**src/verilog/cra_pkg.sv**
```systemverilog
// Shared constants for the converter register access block
package cra_pkg;

    // ------------------------------------------------------------
    // Bus word offsets
    // ------------------------------------------------------------
    localparam logic [7:0] OFS_COMMAND = 8'h00;
    localparam logic [7:0] OFS_TRANSFER = 8'h04;
    localparam logic [7:0] OFS_IRQ_STATUS = 8'h08;
    localparam logic [7:0] OFS_IRQ_MASK = 8'h0c;
    localparam logic [7:0] OFS_SEQ_STATE = 8'h10;

    // ------------------------------------------------------------
    // Access command layout
    // ------------------------------------------------------------
    localparam int CMD_GATE_BIT = 7;
    localparam int CMD_DIR_BIT = 6;
    localparam int CMD_SEL_MSB = 3;
    localparam logic [3:0] SEL_STATUS = 4'h0;
    localparam logic [3:0] SEL_MODE = 4'h1;
    localparam logic [3:0] SEL_MAIN = 4'h2;
    localparam logic [3:0] SEL_FILTER = 4'h3;

    // ------------------------------------------------------------
    // Reset values and field positions
    // ------------------------------------------------------------
    localparam logic [7:0] CMD_RESET = 8'h00;
    localparam logic [7:0] STATUS_RESET = 8'h00;
    localparam logic [7:0] MODE_RESET = 8'h00;
    localparam logic [7:0] MAIN_RESET = 8'h07;
    localparam logic [7:0] FILTER_RESET = 8'h45;
    localparam logic [7:0] MODE_WMASK = 8'h5f;
    localparam int ST_LOCK_BIT = 0;
    localparam int ST_ZERO_BIT = 1;
    localparam int MODE_AMP_BIT = 6;
    localparam int MODE_PAIR_BIT = 4;
    localparam int MODE_OSC_BIT = 3;
    localparam int MAIN_EN_BIT = 7;
    localparam int MAIN_WIDTH_BIT = 6;
    localparam int MAIN_UB_BIT = 3;

    // ------------------------------------------------------------
    // Bus responses and sequencer states
    // ------------------------------------------------------------
    localparam logic [1:0] RESP_OKAY = 2'b00;
    localparam logic [1:0] RESP_SLVERR = 2'b10;

    typedef enum logic {
        SEQ_EXPECT_CMD = 1'b0,
        SEQ_EXPECT_XFER = 1'b1
    } cra_seq_e;

endpackage : cra_pkg

```
**src/verilog/cra_pin_sync.sv**
```systemverilog
// Three-stage pin synchroniser with agreement filter
`timescale 1ns/100ps
module cra_pin_sync #(
    parameter int WIDTH = 2
) (
    input wire logic mclk,
    input wire logic sys_rst,
    input wire logic [WIDTH-1:0] pinIn,
    output logic [WIDTH-1:0] pinOut
);

    logic [WIDTH-1:0] stage1_reg;
    logic [WIDTH-1:0] stage2_reg;
    logic [WIDTH-1:0] stage3_reg;

    genvar i;
    generate
        for (i = 0; i < WIDTH; i = i + 1) begin : g_bit
            // Output moves only once stages two and three agree
            always_ff @(posedge mclk or posedge sys_rst) begin
                if (sys_rst) begin
                    stage1_reg[i] <= 1'b0;
                    stage2_reg[i] <= 1'b0;
                    stage3_reg[i] <= 1'b0;
                    pinOut[i] <= 1'b0;
                end else begin
                    stage1_reg[i] <= pinIn[i];
                    stage2_reg[i] <= stage1_reg[i];
                    stage3_reg[i] <= stage2_reg[i];
                    if (stage2_reg[i] == stage3_reg[i]) begin
                        pinOut[i] <= stage3_reg[i];
                    end
                end
            end
        end
    endgenerate

endmodule : cra_pin_sync

```
**src/verilog/cra_event_flags.sv**
```systemverilog
// Sticky event flags with mask and level interrupt
`timescale 1ns/100ps
module cra_event_flags #(
    parameter int WIDTH = 8
) (
    input wire logic mclk,
    input wire logic sys_rst,
    input wire logic [WIDTH-1:0] levels,
    input wire logic [WIDTH-1:0] clearBits,
    input wire logic maskWrite,
    input wire logic [WIDTH-1:0] maskData,
    output logic [WIDTH-1:0] pending,
    output logic [WIDTH-1:0] mask,
    output logic irq
);

    logic [WIDTH-1:0] levelPrev_reg;
    logic [WIDTH-1:0] pending_next;
    logic [WIDTH-1:0] mask_next;

    genvar i;
    generate
        for (i = 0; i < WIDTH; i = i + 1) begin : g_flag
            // Rising edge sets; a set in the clearing cycle wins
            assign pending_next[i] = (levels[i] & ~levelPrev_reg[i]) | (pending[i] & ~clearBits[i]);
        end
    endgenerate

    assign mask_next = maskWrite ? maskData : mask;

    always_ff @(posedge mclk or posedge sys_rst) begin
        if (sys_rst) begin
            levelPrev_reg <= '0;
            pending <= '0;
            mask <= '0;
            irq <= 1'b0;
        end else begin
            levelPrev_reg <= levels;
            pending <= pending_next;
            mask <= mask_next;
            irq <= |(pending_next & mask_next);
        end
    end

endmodule : cra_event_flags

```
**src/verilog/cra_converter_register_access.sv**
```systemverilog
// Converter register bank behind an AXI4-Lite slave
`timescale 1ns/100ps
module cra_converter_register_access #(
    parameter int ADDR_W = 8
) (
    input wire logic mclk,
    input wire logic sys_rst,
    input wire logic [ADDR_W-1:0] s_axi_awaddr,
    input wire logic s_axi_awvalid,
    output logic s_axi_awready,
    input wire logic [31:0] s_axi_wdata,
    input wire logic [3:0] s_axi_wstrb,
    input wire logic s_axi_wvalid,
    output logic s_axi_wready,
    output logic [1:0] s_axi_bresp,
    output logic s_axi_bvalid,
    input wire logic s_axi_bready,
    input wire logic [ADDR_W-1:0] s_axi_araddr,
    input wire logic s_axi_arvalid,
    output logic s_axi_arready,
    output logic [31:0] s_axi_rdata,
    output logic [1:0] s_axi_rresp,
    output logic s_axi_rvalid,
    input wire logic s_axi_rready,
    input wire logic mainResultReady,
    input wire logic auxResultReady,
    input wire logic calibrationBusy,
    input wire logic mainChannelFault,
    input wire logic auxChannelFault,
    input wire logic missingReferencePin,
    input wire logic pllLockPin,
    output logic [7:0] operatingSetup,
    output logic [7:0] mainConverterSetup,
    output logic [7:0] decimationWord,
    output logic irq
);

    // ------------------------------------------------------------
    // State
    // ------------------------------------------------------------
    logic awHeld_reg;
    logic [ADDR_W-1:0] awAddr_reg;
    logic wHeld_reg;
    logic [31:0] wData_reg;
    logic wStrb0_reg;
    logic [7:0] command_reg;
    cra_pkg::cra_seq_e seq_reg;
    cra_pkg::cra_seq_e seq_next;

    // ------------------------------------------------------------
    // Pin inputs and status byte
    // ------------------------------------------------------------
    logic [1:0] pinSync;
    logic missingReferenceFlag;
    logic pllSettled;
    logic [7:0] statusFlags;

    cra_pin_sync #(
        .WIDTH(2)
    ) u_pin_sync (
        .mclk(mclk),
        .sys_rst(sys_rst),
        .pinIn({missingReferencePin, pllLockPin}),
        .pinOut(pinSync)
    );

    assign missingReferenceFlag = pinSync[1];
    assign pllSettled = pinSync[0];
    // status layout, bit one fixed zero
    assign statusFlags = {mainResultReady, auxResultReady, calibrationBusy, missingReferenceFlag,
                          mainChannelFault, auxChannelFault, 1'b0, pllSettled};

    // ------------------------------------------------------------
    // Write channel decode
    // ------------------------------------------------------------
    logic awFire;
    logic wFire;
    logic doWrite;
    logic [7:0] wByte;
    logic hitCmdW;
    logic hitXferW;
    logic hitIrqStatW;
    logic hitIrqMaskW;
    logic mappedW;
    logic cmdAccept;
    logic xferWrite;
    logic xferWriteBad;
    logic [3:0] targetSel;
    logic dirIsRead;
    logic bvalidNext;
    logic awHeldNext;
    logic wHeldNext;

    assign awFire = s_axi_awvalid & s_axi_awready;
    assign wFire = s_axi_wvalid & s_axi_wready;
    assign doWrite = awHeld_reg & wHeld_reg & ~s_axi_bvalid;
    assign wByte = wData_reg[7:0];
    assign hitCmdW = awAddr_reg[7:0] == cra_pkg::OFS_COMMAND;
    assign hitXferW = awAddr_reg[7:0] == cra_pkg::OFS_TRANSFER;
    assign hitIrqStatW = awAddr_reg[7:0] == cra_pkg::OFS_IRQ_STATUS;
    assign hitIrqMaskW = awAddr_reg[7:0] == cra_pkg::OFS_IRQ_MASK;
    assign mappedW = hitCmdW | hitXferW | hitIrqStatW | hitIrqMaskW;
    // target select and direction of the pending transfer
    assign targetSel = command_reg[cra_pkg::CMD_SEL_MSB:0];
    assign dirIsRead = command_reg[cra_pkg::CMD_DIR_BIT];
    // command taken only while the gate bit is cleared
    assign cmdAccept = doWrite & hitCmdW & wStrb0_reg & ~wByte[cra_pkg::CMD_GATE_BIT];
    // a transfer needs a command opening it in the write direction
    assign xferWrite = doWrite & hitXferW & (seq_reg == cra_pkg::SEQ_EXPECT_XFER) & ~dirIsRead;
    assign xferWriteBad = doWrite & hitXferW & ~xferWrite;

    assign awHeldNext = (awHeld_reg | awFire) & ~doWrite;
    assign wHeldNext = (wHeld_reg | wFire) & ~doWrite;
    assign bvalidNext = doWrite | (s_axi_bvalid & ~s_axi_bready);

    always_ff @(posedge mclk or posedge sys_rst) begin
        if (sys_rst) begin
            awHeld_reg <= 1'b0;
            awAddr_reg <= '0;
            wHeld_reg <= 1'b0;
            wData_reg <= '0;
            wStrb0_reg <= 1'b0;
        end else begin
            awHeld_reg <= awHeldNext;
            wHeld_reg <= wHeldNext;
            if (awFire) begin
                awAddr_reg <= s_axi_awaddr;
            end
            if (wFire) begin
                wData_reg <= s_axi_wdata;
                wStrb0_reg <= s_axi_wstrb[0];
            end
        end
    end

    // One write in flight; ready drops until the response is taken
    always_ff @(posedge mclk or posedge sys_rst) begin
        if (sys_rst) begin
            s_axi_awready <= 1'b1;
            s_axi_wready <= 1'b1;
            s_axi_bvalid <= 1'b0;
            s_axi_bresp <= cra_pkg::RESP_OKAY;
        end else begin
            s_axi_awready <= ~awHeldNext & ~bvalidNext;
            s_axi_wready <= ~wHeldNext & ~bvalidNext;
            s_axi_bvalid <= bvalidNext;
            if (doWrite) begin
                s_axi_bresp <= (mappedW & ~xferWriteBad) ? cra_pkg::RESP_OKAY : cra_pkg::RESP_SLVERR;
            end
        end
    end

    // ------------------------------------------------------------
    // Read channel decode
    // ------------------------------------------------------------
    logic arFire;
    logic rvalidNext;
    logic hitCmdR;
    logic hitXferR;
    logic hitIrqStatR;
    logic hitIrqMaskR;
    logic hitSeqR;
    logic xferRead;
    logic mappedR;
    logic [7:0] targetValue;
    logic [7:0] readByte;
    logic [7:0] irqPending;
    logic [7:0] irqMask;

    assign arFire = s_axi_arvalid & s_axi_arready;
    assign rvalidNext = arFire | (s_axi_rvalid & ~s_axi_rready);
    assign hitCmdR = s_axi_araddr[7:0] == cra_pkg::OFS_COMMAND;
    assign hitXferR = s_axi_araddr[7:0] == cra_pkg::OFS_TRANSFER;
    assign hitIrqStatR = s_axi_araddr[7:0] == cra_pkg::OFS_IRQ_STATUS;
    assign hitIrqMaskR = s_axi_araddr[7:0] == cra_pkg::OFS_IRQ_MASK;
    assign hitSeqR = s_axi_araddr[7:0] == cra_pkg::OFS_SEQ_STATE;
    // read transfer only after a read command
    assign xferRead = arFire & hitXferR & (seq_reg == cra_pkg::SEQ_EXPECT_XFER) & dirIsRead;
    assign mappedR = hitCmdR | (hitXferR & xferRead) | hitIrqStatR | hitIrqMaskR | hitSeqR;

    // selected register onto the transfer word
    assign targetValue = (targetSel == cra_pkg::SEL_STATUS) ? statusFlags :
                         (targetSel == cra_pkg::SEL_MODE) ? operatingSetup :
                         (targetSel == cra_pkg::SEL_MAIN) ? mainConverterSetup :
                         (targetSel == cra_pkg::SEL_FILTER) ? decimationWord : 8'h00;

    // Command reads as zero since it is write-only
    assign readByte = xferRead ? targetValue :
                      hitIrqStatR ? irqPending :
                      hitIrqMaskR ? irqMask :
                      hitSeqR ? {6'h00, dirIsRead, seq_reg == cra_pkg::SEQ_EXPECT_XFER} : 8'h00;

    always_ff @(posedge mclk or posedge sys_rst) begin
        if (sys_rst) begin
            s_axi_arready <= 1'b1;
            s_axi_rvalid <= 1'b0;
            s_axi_rdata <= '0;
            s_axi_rresp <= cra_pkg::RESP_OKAY;
        end else begin
            s_axi_arready <= ~rvalidNext;
            s_axi_rvalid <= rvalidNext;
            if (arFire) begin
                s_axi_rdata <= {24'h000000, readByte};
                s_axi_rresp <= mappedR ? cra_pkg::RESP_OKAY : cra_pkg::RESP_SLVERR;
            end
        end
    end

    // ------------------------------------------------------------
    // Command sequencer
    // ------------------------------------------------------------
    // back to expecting a command after the one transfer
    assign seq_next = cmdAccept ? cra_pkg::SEQ_EXPECT_XFER :
                      (xferWrite | xferRead) ? cra_pkg::SEQ_EXPECT_CMD : seq_reg;

    always_ff @(posedge mclk or posedge sys_rst) begin
        if (sys_rst) begin
            seq_reg <= cra_pkg::SEQ_EXPECT_CMD;
            command_reg <= cra_pkg::CMD_RESET;
        end else begin
            seq_reg <= seq_next;
            if (cmdAccept) begin
                command_reg <= wByte;
            end
        end
    end

    // ------------------------------------------------------------
    // Configuration registers
    // ------------------------------------------------------------
    logic xferWrByte;
    assign xferWrByte = xferWrite & wStrb0_reg;

    always_ff @(posedge mclk or posedge sys_rst) begin
        if (sys_rst) begin
            operatingSetup <= cra_pkg::MODE_RESET;
            mainConverterSetup <= cra_pkg::MAIN_RESET;
            decimationWord <= cra_pkg::FILTER_RESET;
        end else begin
            if (xferWrByte && targetSel == cra_pkg::SEL_MODE) begin
                operatingSetup <= wByte & cra_pkg::MODE_WMASK;
            end
            if (xferWrByte && targetSel == cra_pkg::SEL_MAIN) begin
                mainConverterSetup <= wByte;
            end
            // one decimation word for both converters
            if (xferWrByte && targetSel == cra_pkg::SEL_FILTER) begin
                decimationWord <= wByte;
            end
        end
    end

    // ------------------------------------------------------------
    // Interrupts on rising status flags
    // ------------------------------------------------------------
    logic [7:0] irqClear;
    logic irqMaskWrite;
    assign irqClear = (doWrite & hitIrqStatW & wStrb0_reg) ? wByte : 8'h00;
    assign irqMaskWrite = doWrite & hitIrqMaskW & wStrb0_reg;

    cra_event_flags #(
        .WIDTH(8)
    ) u_event_flags (
        .mclk(mclk),
        .sys_rst(sys_rst),
        .levels(statusFlags),
        .clearBits(irqClear),
        .maskWrite(irqMaskWrite),
        .maskData(wByte),
        .pending(irqPending),
        .mask(irqMask),
        .irq(irq)
    );

    // ------------------------------------------------------------
    // Checks
    // ------------------------------------------------------------
    property p_cmd_select;
        @(posedge mclk) disable iff (sys_rst)
        cmdAccept |=> (seq_reg == cra_pkg::SEQ_EXPECT_XFER) && (targetSel == $past(wByte[3:0]));
    endproperty
    a_cmd_select: assert property (p_cmd_select) else $error("command select not latched");

    property p_gate_block;
        @(posedge mclk) disable iff (sys_rst)
        (doWrite && hitCmdW && wByte[cra_pkg::CMD_GATE_BIT]) |=> $stable(command_reg);
    endproperty
    a_gate_block: assert property (p_gate_block) else $error("gated command altered state");

    property p_status_read;
        @(posedge mclk) disable iff (sys_rst)
        (xferRead && targetSel == cra_pkg::SEL_STATUS) |=>
            s_axi_rvalid && s_axi_rdata[7:0] == $past(statusFlags) && !s_axi_rdata[cra_pkg::ST_ZERO_BIT];
    endproperty
    a_status_read: assert property (p_status_read) else $error("status read mismatch");

    property p_mode_reserved;
        @(posedge mclk) disable iff (sys_rst)
        (operatingSetup & ~cra_pkg::MODE_WMASK) == 8'h00;
    endproperty
    a_mode_reserved: assert property (p_mode_reserved) else $error("mode zero bit set");

    property p_main_reset;
        @(posedge mclk) disable iff (sys_rst)
        $past(sys_rst) |-> mainConverterSetup == cra_pkg::MAIN_RESET && decimationWord == cra_pkg::FILTER_RESET;
    endproperty
    a_main_reset: assert property (p_main_reset) else $error("setup reset value wrong");

    property p_filter_write;
        @(posedge mclk) disable iff (sys_rst)
        (xferWrByte && targetSel == cra_pkg::SEL_FILTER) |=> decimationWord == $past(wByte);
    endproperty
    a_filter_write: assert property (p_filter_write) else $error("decimation word not written");

    property p_main_write;
        @(posedge mclk) disable iff (sys_rst)
        (xferWrByte && targetSel == cra_pkg::SEL_MAIN) |=> mainConverterSetup == $past(wByte) && s_axi_bvalid;
    endproperty
    a_main_write: assert property (p_main_write) else $error("main setup write lost");

    property p_return_cmd;
        @(posedge mclk) disable iff (sys_rst)
        (xferWrite || xferRead) |=> seq_reg == cra_pkg::SEQ_EXPECT_CMD [*2] or cmdAccept;
    endproperty
    a_return_cmd: assert property (p_return_cmd) else $error("sequencer did not return");

    property p_unopened_xfer;
        @(posedge mclk) disable iff (sys_rst)
        xferWriteBad |=> s_axi_bvalid && s_axi_bresp == cra_pkg::RESP_SLVERR && $stable(decimationWord);
    endproperty
    a_unopened_xfer: assert property (p_unopened_xfer) else $error("unopened transfer accepted");

endmodule : cra_converter_register_access

```
**config.mk**
```make
export PLATFORM = sky130hd
export DESIGN_NAME = cra_converter_register_access
export DESIGN_NICKNAME = d
export VERILOG_FILES = /design/src/verilog/cra_pkg.sv /design/src/verilog/cra_pin_sync.sv /design/src/verilog/cra_event_flags.sv /design/src/verilog/cra_converter_register_access.sv
export SDC_FILE = /design/constraint.sdc
export NUM_CORES = 1
export LEC_CHECK = 0
export BUFFER_PORTS_ARGS = -buffer_cell sky130_fd_sc_hd__clkbuf_2
export CAP_MARGIN = 20
export CORE_MARGIN = 4
export CORE_UTILIZATION = 45
export DETAILED_ROUTE_END_ITERATION = 7
export GPL_ROUTABILITY_DRIVEN = 1
export PLACE_DENSITY = 0.71
export SLEW_MARGIN = 40
export SYNTH_ARGS = -nofsm -noshare
export SYNTH_HDL_FRONTEND = slang
export SYNTH_SLANG_ARGS = --single-unit
```
**constraint.sdc**
```tcl
create_clock -name mclk -period 4.26 [get_ports mclk]
set_input_delay 0.852 -clock mclk [delete_from_list [all_inputs] [get_ports mclk]]
set_output_delay 0.852 -clock mclk [all_outputs]
set_load 0.01 [all_outputs]
```
Word-level counts from Yosys, hierarchy flattened:

Cells that the tools add are included.

* add/sub/neg operators: 0
* $mul: 0
* divide/modulo/power cells: 0
* order comparisons: 0
* equal/unequal tests: 12
* shifts and indexed selects: 0
* muxes and demuxes: 14
* bitwise logic cells: 90
* reductions and logical operators: 8

Operators by type and width (count)
* 2-to-1 mux 8 bit: 9
* AND 1 bit: 43
* == test 8 x 4 -> 1 bit, second input constant: 4
* inverter 1 bit: 27
* OR 1 bit: 19
* == test 8 x 3 -> 1 bit, second input constant: 2
* zero test 8 bit: 2
* AND 8 bit: 1
* == test 4 x 2 -> 1 bit, second input constant: 2
* == test 8 x 5 -> 1 bit, second input constant: 1
* OR reduction 8 bit: 1
* 2-to-1 mux 2 bit: 3
* == test 4 x 1 -> 1 bit, second input constant: 1
* zero test 4 bit: 1
* logical AND 1 bit: 3
* == test 1 bit: 2
* 2-to-1 mux 1 bit: 2
* nonzero test 2 bit: 1

* flip-flop bits (word level): 98
* bits in latches: 0
* bits in writable memories: 0
* bits in read-only memories: 0
* input bits: 66
* output and inout port bits: 66
* word-level logic and storage cells: 154
* memories kept: 0

Depth between registers and ports, before layout:

Gate-level depths: netlist of the first run.

* depth in word-level cells: 10
* gate-level depth with buffers: 7

Hierarchy:

From an unflattened synthesis of the first run, not the netlist that was laid out.

* cell total of the unflattened synthesis: 340
* area, all modules: 4356.7 µm²

Modules (own cells, without submodules)
* cra_converter_register_access: instances 1, cells an instance 265, area each 3206.8 µm², seq. area each 1562.7 µm²
* cra_event_flags: instances 1, cells an instance 64, area each 923.4 µm², seq. area each 625.6 µm²
* cra_pin_sync: instances 1, cells an instance 11, area each 226.5 µm², seq. area each 200.2 µm²

Least setup slack after synthesis of the first run:

OpenSTA, ideal clock, no wires.

* kind: reg-to-reg
* start: register awAddr_reg[0]
* end: register decimationWord[1]
* library setup time: 0.125 ns
* data arrival time: 2.276 ns
* path slack: 1.859 ns
* cell stages (with the launch flop): 6
* period minus slack after synthesis: 2.401 ns
* path through: dfrtp_1 > or4_4 > or3_1 > buf_6 > nor4_4 > mux2_4

* longest elaborated chain between the ends: 6

RTL lines
* start: declaration: line cra_converter_register_access.sv:42 `logic [ADDR_W-1:0] awAddr_reg;`
* start signal: assignment: line cra_converter_register_access.sv:127 `awAddr_reg <= s_axi_awaddr;`
* == test 8 x 3 -> 1 bit: line cra_converter_register_access.sv:99 `assign hitXferW = awAddr_reg[7:0] == cra_pkg::OFS_TRANSFER;`
* AND 1 bit (3 in a row): line cra_converter_register_access.sv:109 `assign xferWrite = doWrite & hitXferW & (seq_reg == cra_pkg::SEQ_EXPECT_XFER) & ~dirIsRead;`
* AND 1 bit: line cra_converter_register_access.sv:232 `assign xferWrByte = xferWrite & wStrb0_reg;`
* logical AND 1 bit: line cra_converter_register_access.sv:247 `if (xferWrByte && targetSel == cra_pkg::SEL_FILTER) begin`
* end signal: assignment: line cra_converter_register_access.sv:238 `decimationWord <= cra_pkg::FILTER_RESET;`
* end signal: assignment: line cra_converter_register_access.sv:248 `decimationWord <= wByte;`
* end: declaration: line cra_converter_register_access.sv:34 `output logic [7:0] decimationWord,`

No other way between the ends.
A chain may end at the register's enable or synchronous reset.

Worst setup path after layout of the first run:

* start: register awAddr_reg[0]
* end: register mainConverterSetup[7]

* longest elaborated chain between the ends: 6

RTL lines
* == test 8 x 3 -> 1 bit: line cra_converter_register_access.sv:99
* AND 1 bit (3 in a row): line cra_converter_register_access.sv:109
* AND 1 bit: line cra_converter_register_access.sv:232
* logical AND 1 bit: line cra_converter_register_access.sv:243 `if (xferWrByte && targetSel == cra_pkg::SEL_MAIN) begin`
* end signal: assignment: line cra_converter_register_access.sv:237 `mainConverterSetup <= cra_pkg::MAIN_RESET;`
* end signal: assignment: line cra_converter_register_access.sv:244 `mainConverterSetup <= wByte;`
* end: declaration: line cra_converter_register_access.sv:33 `output logic [7:0] mainConverterSetup,`

No other way between the ends.

==> results of run 1 <==
## area by class of cell
type / instances / area (µm²) / area share
Timing Repair Buffer: 80 / 410.4 / 0.08283
Clock inverter: 6 / 68.82 / 0.01389
Clock buffer: 10 / 137.6 / 0.02778
Sequential cell: 94 / 2364 / 0.4770
Multi-Input combinational cell: 206 / 1718 / 0.3467
Inverter: 24 / 95.09 / 0.01919
Tap cell: 129 / 161.4 / 0.03258
## path summary, 6_finish.rpt
check                                         startpoint                  endpoint  slack, ns  depth (start not counted)
worst max-delay path                       awAddr_reg[0]     mainConverterSetup[7]       1.52                          5
worst min-delay path            u_pin_sync.stage1_reg[1]  u_pin_sync.stage2_reg[1]       0.36                          0
worst max register to register             awAddr_reg[0]     mainConverterSetup[7]       1.52                          5
worst min register to register  u_pin_sync.stage1_reg[1]  u_pin_sync.stage2_reg[1]       0.36                          0
max in group asynchronous                        sys_rst     mainConverterSetup[0]       3.05                          3
min in group asynchronous                        sys_rst            s_axi_rdata[0]       0.49                          2
## layer usage
layer | part of all wire | up-vias | global-route usage
met5 | 0 | - | 0
met2 | 0.46 | 102 | 0.2633
met4 | 0.011 | 0 | 0.04903
met3 | 0.066 | 8 | 0.04189
met1 | 0.46 | 1375 | 0.2302
li1 | - | 1307 | -
## cells in the final DEF (no fill, tap or decap), drive strengths merged, types with 2 or more instances in the layout
master and n:
a21oi 5, a22oi 6, buf 4, clkbuf 86
clkinv 3, conb 28, dfrtp 85, dfstp 9
inv 25, maj3 2, mux2 51, mux2i 9
mux4 5, nand2 17, nand2b 4, nand3 3
nand3b 4, nand4 3, nor2 12, nor2b 5
nor3 2, nor3b 3, nor4 4, o21ai 10
o221ai 7, o22a 6, o41ai 7, or2 2
or4 2
## cells by family (layout without fill, tap and decap cells)
logic type / Yosys count / count (layout) / share of synthesized area
flops: 94 / 94 / 0.5450
mux: 65 / 65 / 0.1965
simple gates: 63 / 63 / 0.08800
buf+inv: 61 / 120 / 0.08223
compound gates: 48 / 48 / 0.08281
fa+ha+maj: 2 / 2 / 0.004616
other cells: 1 / 28 / 0.0008647
## report_power, final
group          internal, mW  total, mW  switching (mW)
sequential             1.04       1.20           0.160
clock                 0.292      0.611           0.319
combinational         0.191      0.413           0.222
==> flow_summary_export.csv, run 1 <==
group,metric,value,unit
detailed_routing,drtIter0Drc,103,
clock_tree,cts_root_buf,"clkbuf_8",
yosys,yosysMostFrequentCell,"dfrtp_1",
worst_setup_path,slowest_stage,"or4_4",
layout,post-route-util,0.5312,
timing,finalMaxSlewViolations,0,
detailed_routing,vias_per_cell,5.086,
detailed_routing,ant_nets,0,
detailed_routing,finalWirelength,8.975,mm
yosys,ys_types,43,
timing,fin_crit_sh,0.6440,
place,hpwl,6.914,mm
clock_tree,post_cts_buffers,0,
timing,tightest_slew,0.6275,ns
global_routing,grt_max_degree,51,
timing,hold_viol,0,
layout,drive_above_1_share,0.3952,
detailed_routing,vias,2792,
layout,finalInstanceArea,4955,µm²
detailed_routing,firstDrtPassIters,4,
detailed_routing,wire_per_inst,16.35,µm
flow_run,cap_violations,0,
clock_tree,clockBufferDepth,2,
layout,final_net_count,481,
run_status,outcome,"complete, no violations",
clock_tree,cts.clk_slew.worst_paths,0.10,ns
timing,fmax,0.3645,GHz
floorplan,die_w,106.2,µm
floorplan,num_rows,35,
place,post_dp_cell_area,4741,µm²
power,p_leak,2.389,nW
worst_setup_path,crit_fanout,11,
clock_tree,cts_tree,"built",
clock_tree,cts.sinks,94,
worst_setup_path,cp_num_buf_inv,1,
global_routing,grt_usage,0.1674,
place,pre_cts_slack,1.507,ns
timing,finalSetupViolCount,0,
clock_tree,worstSkewPairLatency,0.36,ns
timing,slew_headroom,0.5708,
layout,insertedDiodeCount,0,
yosys,synth_ff_type,"dfrtp_1",
yosys,synth_seq_cells,94,
floorplan,core_area,9328,µm²
yosys,async_reset_ff_frac,1.000,
place,place_inst,532,
yosys,synthCells,334,
layout,layout.cells.non_filler,549,
clock_tree,htree_num_levels,3,
yosys,synth_edf_count,0,
timing,min_period,2.743,ns
power,finalPower,2.223,mW
power,p_per_area,448.6,nW/µm²
yosys,synth_common_cells,"85 x dfrtp_1, 28 x buf_4, 27 x mux2_2",
layout,area_delta_synth_final,14.25,%
yosys,yosysSeqAreaShare,0.5450,
worst_setup_path,crit_required,4.51,ns
yosys,synth_top_area_cell,"dfrtp_1",
timing,rsz0062_at_grt,"false",
floorplan,die_h,106.2,µm
yosys,synthTopCellsByArea,"dfrtp_1 49%, mux2_2 7.0%, mux2_4 6.9%",
place,io_buffers,76,
global_routing,gr-total-overflow,0,
timing,setup_tns,0,ns
detailed_routing,route.detailed.drc,0,
floorplan,die_area,11270,µm²
worst_hold_path,hp-class,"reg2reg",
clock_tree,cts_resized,0,
global_routing,antenna_found_initial,0,
timing,fin_skew,0.01103,ns
clock_tree,cts_buffers,9,
global_routing,grt_pass1_vias,2825,
worst_setup_path,critical_path_class,"reg2reg",
floorplan,start_util,0.4649,
worst_setup_path,end_kind,"flop",
worst_setup_path,worstSetupStartpointType,"flop",
layout,fillers,829,
yosys,ys_warn_count,0,
timing,whs,0.3607,ns
worst_setup_path,cpPeakStageDelay,0.63,ns
worst_setup_path,worstPathCellList,"or4_4 > or3_1 > nor4_4 > buf_4 > mux2_4",
timing,setup_slack,1.517,ns
worst_setup_path,crit_family,"simple AND/OR/NAND/NOR gates",
place,gp_congestion,0.7943,
clock_tree,holdBufCountCts,0,
global_routing,grt_pass1_wl,14.76,mm
yosys,syn_area,4337,µm²
floorplan,ioPinCount,132,
yosys,syn_avg_cell_area,12.98,µm²
worst_setup_path,worstPathArrival,3.00,ns
power,vdd_drop_max,286.0,µV
yosys,yosys.area.top_type_share,0.4905,
(Power assumes the default switching activity.)
==> run 2: changes to the inputs <==
Settings changed: PLACE_DENSITY 0.71 to 0.74.
Clock period 4.26 ns to 2.4 ns, I/O delays scaled along.
==> flow_summary_export.csv, run 2 (synthesis gave the netlist of run 1 again) <==
group,metric,value,unit
worst_hold_path,min_to,"u_pin_sync.stage1_reg[0]",
global_routing,grt_pass1_vias,2877,
floorplan,num_rows,35,
timing,hold_viol,0,
floorplan,die_w,106.2,µm
place,pre_cts_slack,-0.02218,ns
detailed_routing,vias_per_cell,5.059,
clock_tree,worstSkewPairLatency,0.36,ns
run_status,outcome,"complete, no violations",
global_routing,antenna_found_initial,0,
worst_setup_path,critical_path_class,"reg2reg",
worst_setup_path,slowest_stage,"or4_4",
global_routing,grt-busiest-layer,"met2",
place,io_buffers,76,
layout,insertedDiodeCount,0,
detailed_routing,firstDrtPassIters,4,
power,vdd_drop_max,426.6,µV
worst_hold_path,min_path_cells,1,
floorplan,die_area,11270,µm²
clock_tree,clockBufferDepth,2,
timing,finalSetupViolCount,0,
clock_tree,holdBufCountCts,0,
worst_setup_path,reg2reg_slack,0.08,ns
global_routing,gr-total-overflow,0,
clock_tree,htree_num_levels,3,
worst_setup_path,worstPathArrival,2.54,ns
place,hpwl,6.767,mm
detailed_routing,vias,2818,
detailed_routing,ant_nets,0,
layout,multi_input_area,1723,µm²
layout,seq_area,2364,µm²
clock_tree,post_cts_buffers,0,
global_routing,grt_pass1_wl,14.84,mm
place,place_inst,541,
clock_tree,cts.sinks,94,
worst_hold_path,hp-class,"in2reg",
layout,layout.cells.non_filler,557,
layout,final_common_cell,"dfrtp_1",
timing,fin_crit_sh,0.9647,
floorplan,core_area,9328,µm²
floorplan,die_h,106.2,µm
layout,fillers,796,
worst_setup_path,worstSetupStartpointType,"flop",
timing,rsz0062_at_grt,"false",
floorplan,ioPinCount,132,
timing,fmax,0.4319,GHz
timing,slew_headroom,0.5895,
power,finalPower,3.944,mW
worst_setup_path,cpPeakStageDelay,0.56,ns
global_routing,use_met1,0.2246,
global_routing,grt_util_met3,0.03339,
timing,tightest_slew,0.6003,ns
timing,min_period,2.315,ns
worst_setup_path,r2r_end,"u_event_flags.irq",
global_routing,grt.met2_usage,0.2701,
worst_setup_path,cpMostUsedCell,"or4_4",
global_routing,grt_usage,0.1684,
clock_tree,cts_buffers,9,
clock_tree,cts.clk_slew.worst_paths,0.09,ns
timing,setup_slack,0.08466,ns
detailed_routing,drtIter0Drc,159,
detailed_routing,wire_per_inst,16.22,µm
timing,fin_skew,0.01506,ns
worst_setup_path,crit_fanout,8,
layout,area_delta_synth_final,16.01,%
detailed_routing,route.detailed.drc,0,
worst_setup_path,worstPathCellList,"or4_4 > or4_4 > mux2_1 > a22oi_1 > nand4_1",
worst_setup_path,reg2reg_depth,5,
power,p_leak,2.419,nW
layout,final_cell_mix,"85 x dfrtp_1, 76 x clkbuf_2, 28 x mux2_2, 28 x conb_1, 23 x inv_1",
power,p_per_area,783.9,nW/µm²
detailed_routing,finalWirelength,9.037,mm
clock_tree,cts_tree,"built",
floorplan,start_util,0.4649,
layout,drive_above_1_share,0.4042,
worst_setup_path,end_kind,"flop",
worst_setup_path,timing.rr.start,"awAddr_reg[0]",
layout,final_net_count,489,
place,gp_congestion,0.8194,
worst_hold_path,hold_start,"pllLockPin",
clock_tree,cts_root_buf,"clkbuf_8",
global_routing,grt_max_degree,95,
worst_setup_path,crit_required,2.63,ns
flow_run,cap_violations,0,
timing,finalMaxSlewViolations,0,
==> run 2: cell types whose count changed in the layout (fill, tap and decap cells not counted), moves of 2 or more <==
| cell | before | now |
|---|---|---|
| buf_4 | 4 | 10 |
| clkbuf_1 | 0 | 3 |
| buf_12 | 0 | 2 |
| clkinv_4 | 2 | 0 |
| clkinvlp_4 | 1 | 3 |
| inv_6 | 2 | 0 |
==> run 2: per-stage QoR <==
step	cell area, µm²	setup TNS [ns]	hold slack [ns]	util
5_1_grt	5031	0	0.2006	0.5394
3_5_place_dp	4832	-0.02218	0.3405	0.5180
2_1_floorplan	4442	-0.008476	0.3312	-
3_3_place_gp	4832	0	0.3363	0.5180
4_1_cts	5031	0	0.2055	0.5394
6_report	5031	0	0.2215	0.5394
==> run 2: metal layers <==
| layer | vias up | wire length [µm] |
|---|---|---|
| met2 | 94 | 4234 |
| met1 | 1390 | 4055 |
| met5 | - | 0 |
| met3 | 15 | 562 |
| li1 | 1319 | - |
| met4 | 0 | 184 |
==> run 2: cell type report <==
type,count,share of cell area
Tap cell,129,0.03208
Timing Repair Buffer,88,0.09848
Multi-Input combinational cell,206,0.3425
Inverter,24,0.01865
Clock buffer,13,0.02959
Sequential cell,94,0.4698
Clock inverter,3,0.008953
==> run 2: worst max path at each step <==
| stage | startpoint | endpoint | slack [ns] | cells past startpoint |
|---|---|---|---|---|
| floorplan | awAddr_reg[0] | decimationWord[1] | -0.0008 | 5 |
| global placement | awAddr_reg[0] | mainConverterSetup[5] | 0.01 | 5 |
| detailed placement | awAddr_reg[0] | u_event_flags.irq | -0.02 | 5 |
| CTS | awAddr_reg[0] | u_event_flags.irq | 0.06 | 5 |
| global route | awAddr_reg[0] | mainConverterSetup[6] | 0.001 | 5 |
| finish | awAddr_reg[0] | u_event_flags.irq | 0.08 | 5 |
==> run 2: report_power, final <==
part	switching, mW	internal (mW)	leakage [nW]
logic	0.405	0.372	1.18
registers	0.276	1.84	1.15
clock network	0.535	0.512	0.0899
total	1.22	2.73	2.42
==> run 2: critical path: cells and delay by family (launching register included) <==
kind / cells / cell delay (ns)
multiplexers: 1 / 0.37
AND/OR/NAND/NOR: 3 / 1.22
flip-flops: 1 / 0.38
AO/OA/AOI/OAI: 1 / 0.21
==> run 2: timing repair <==
item,in CTS,in global routing
pin swaps,1,0
gates resized for setup,1,1
setup endpoints to repair,5,1
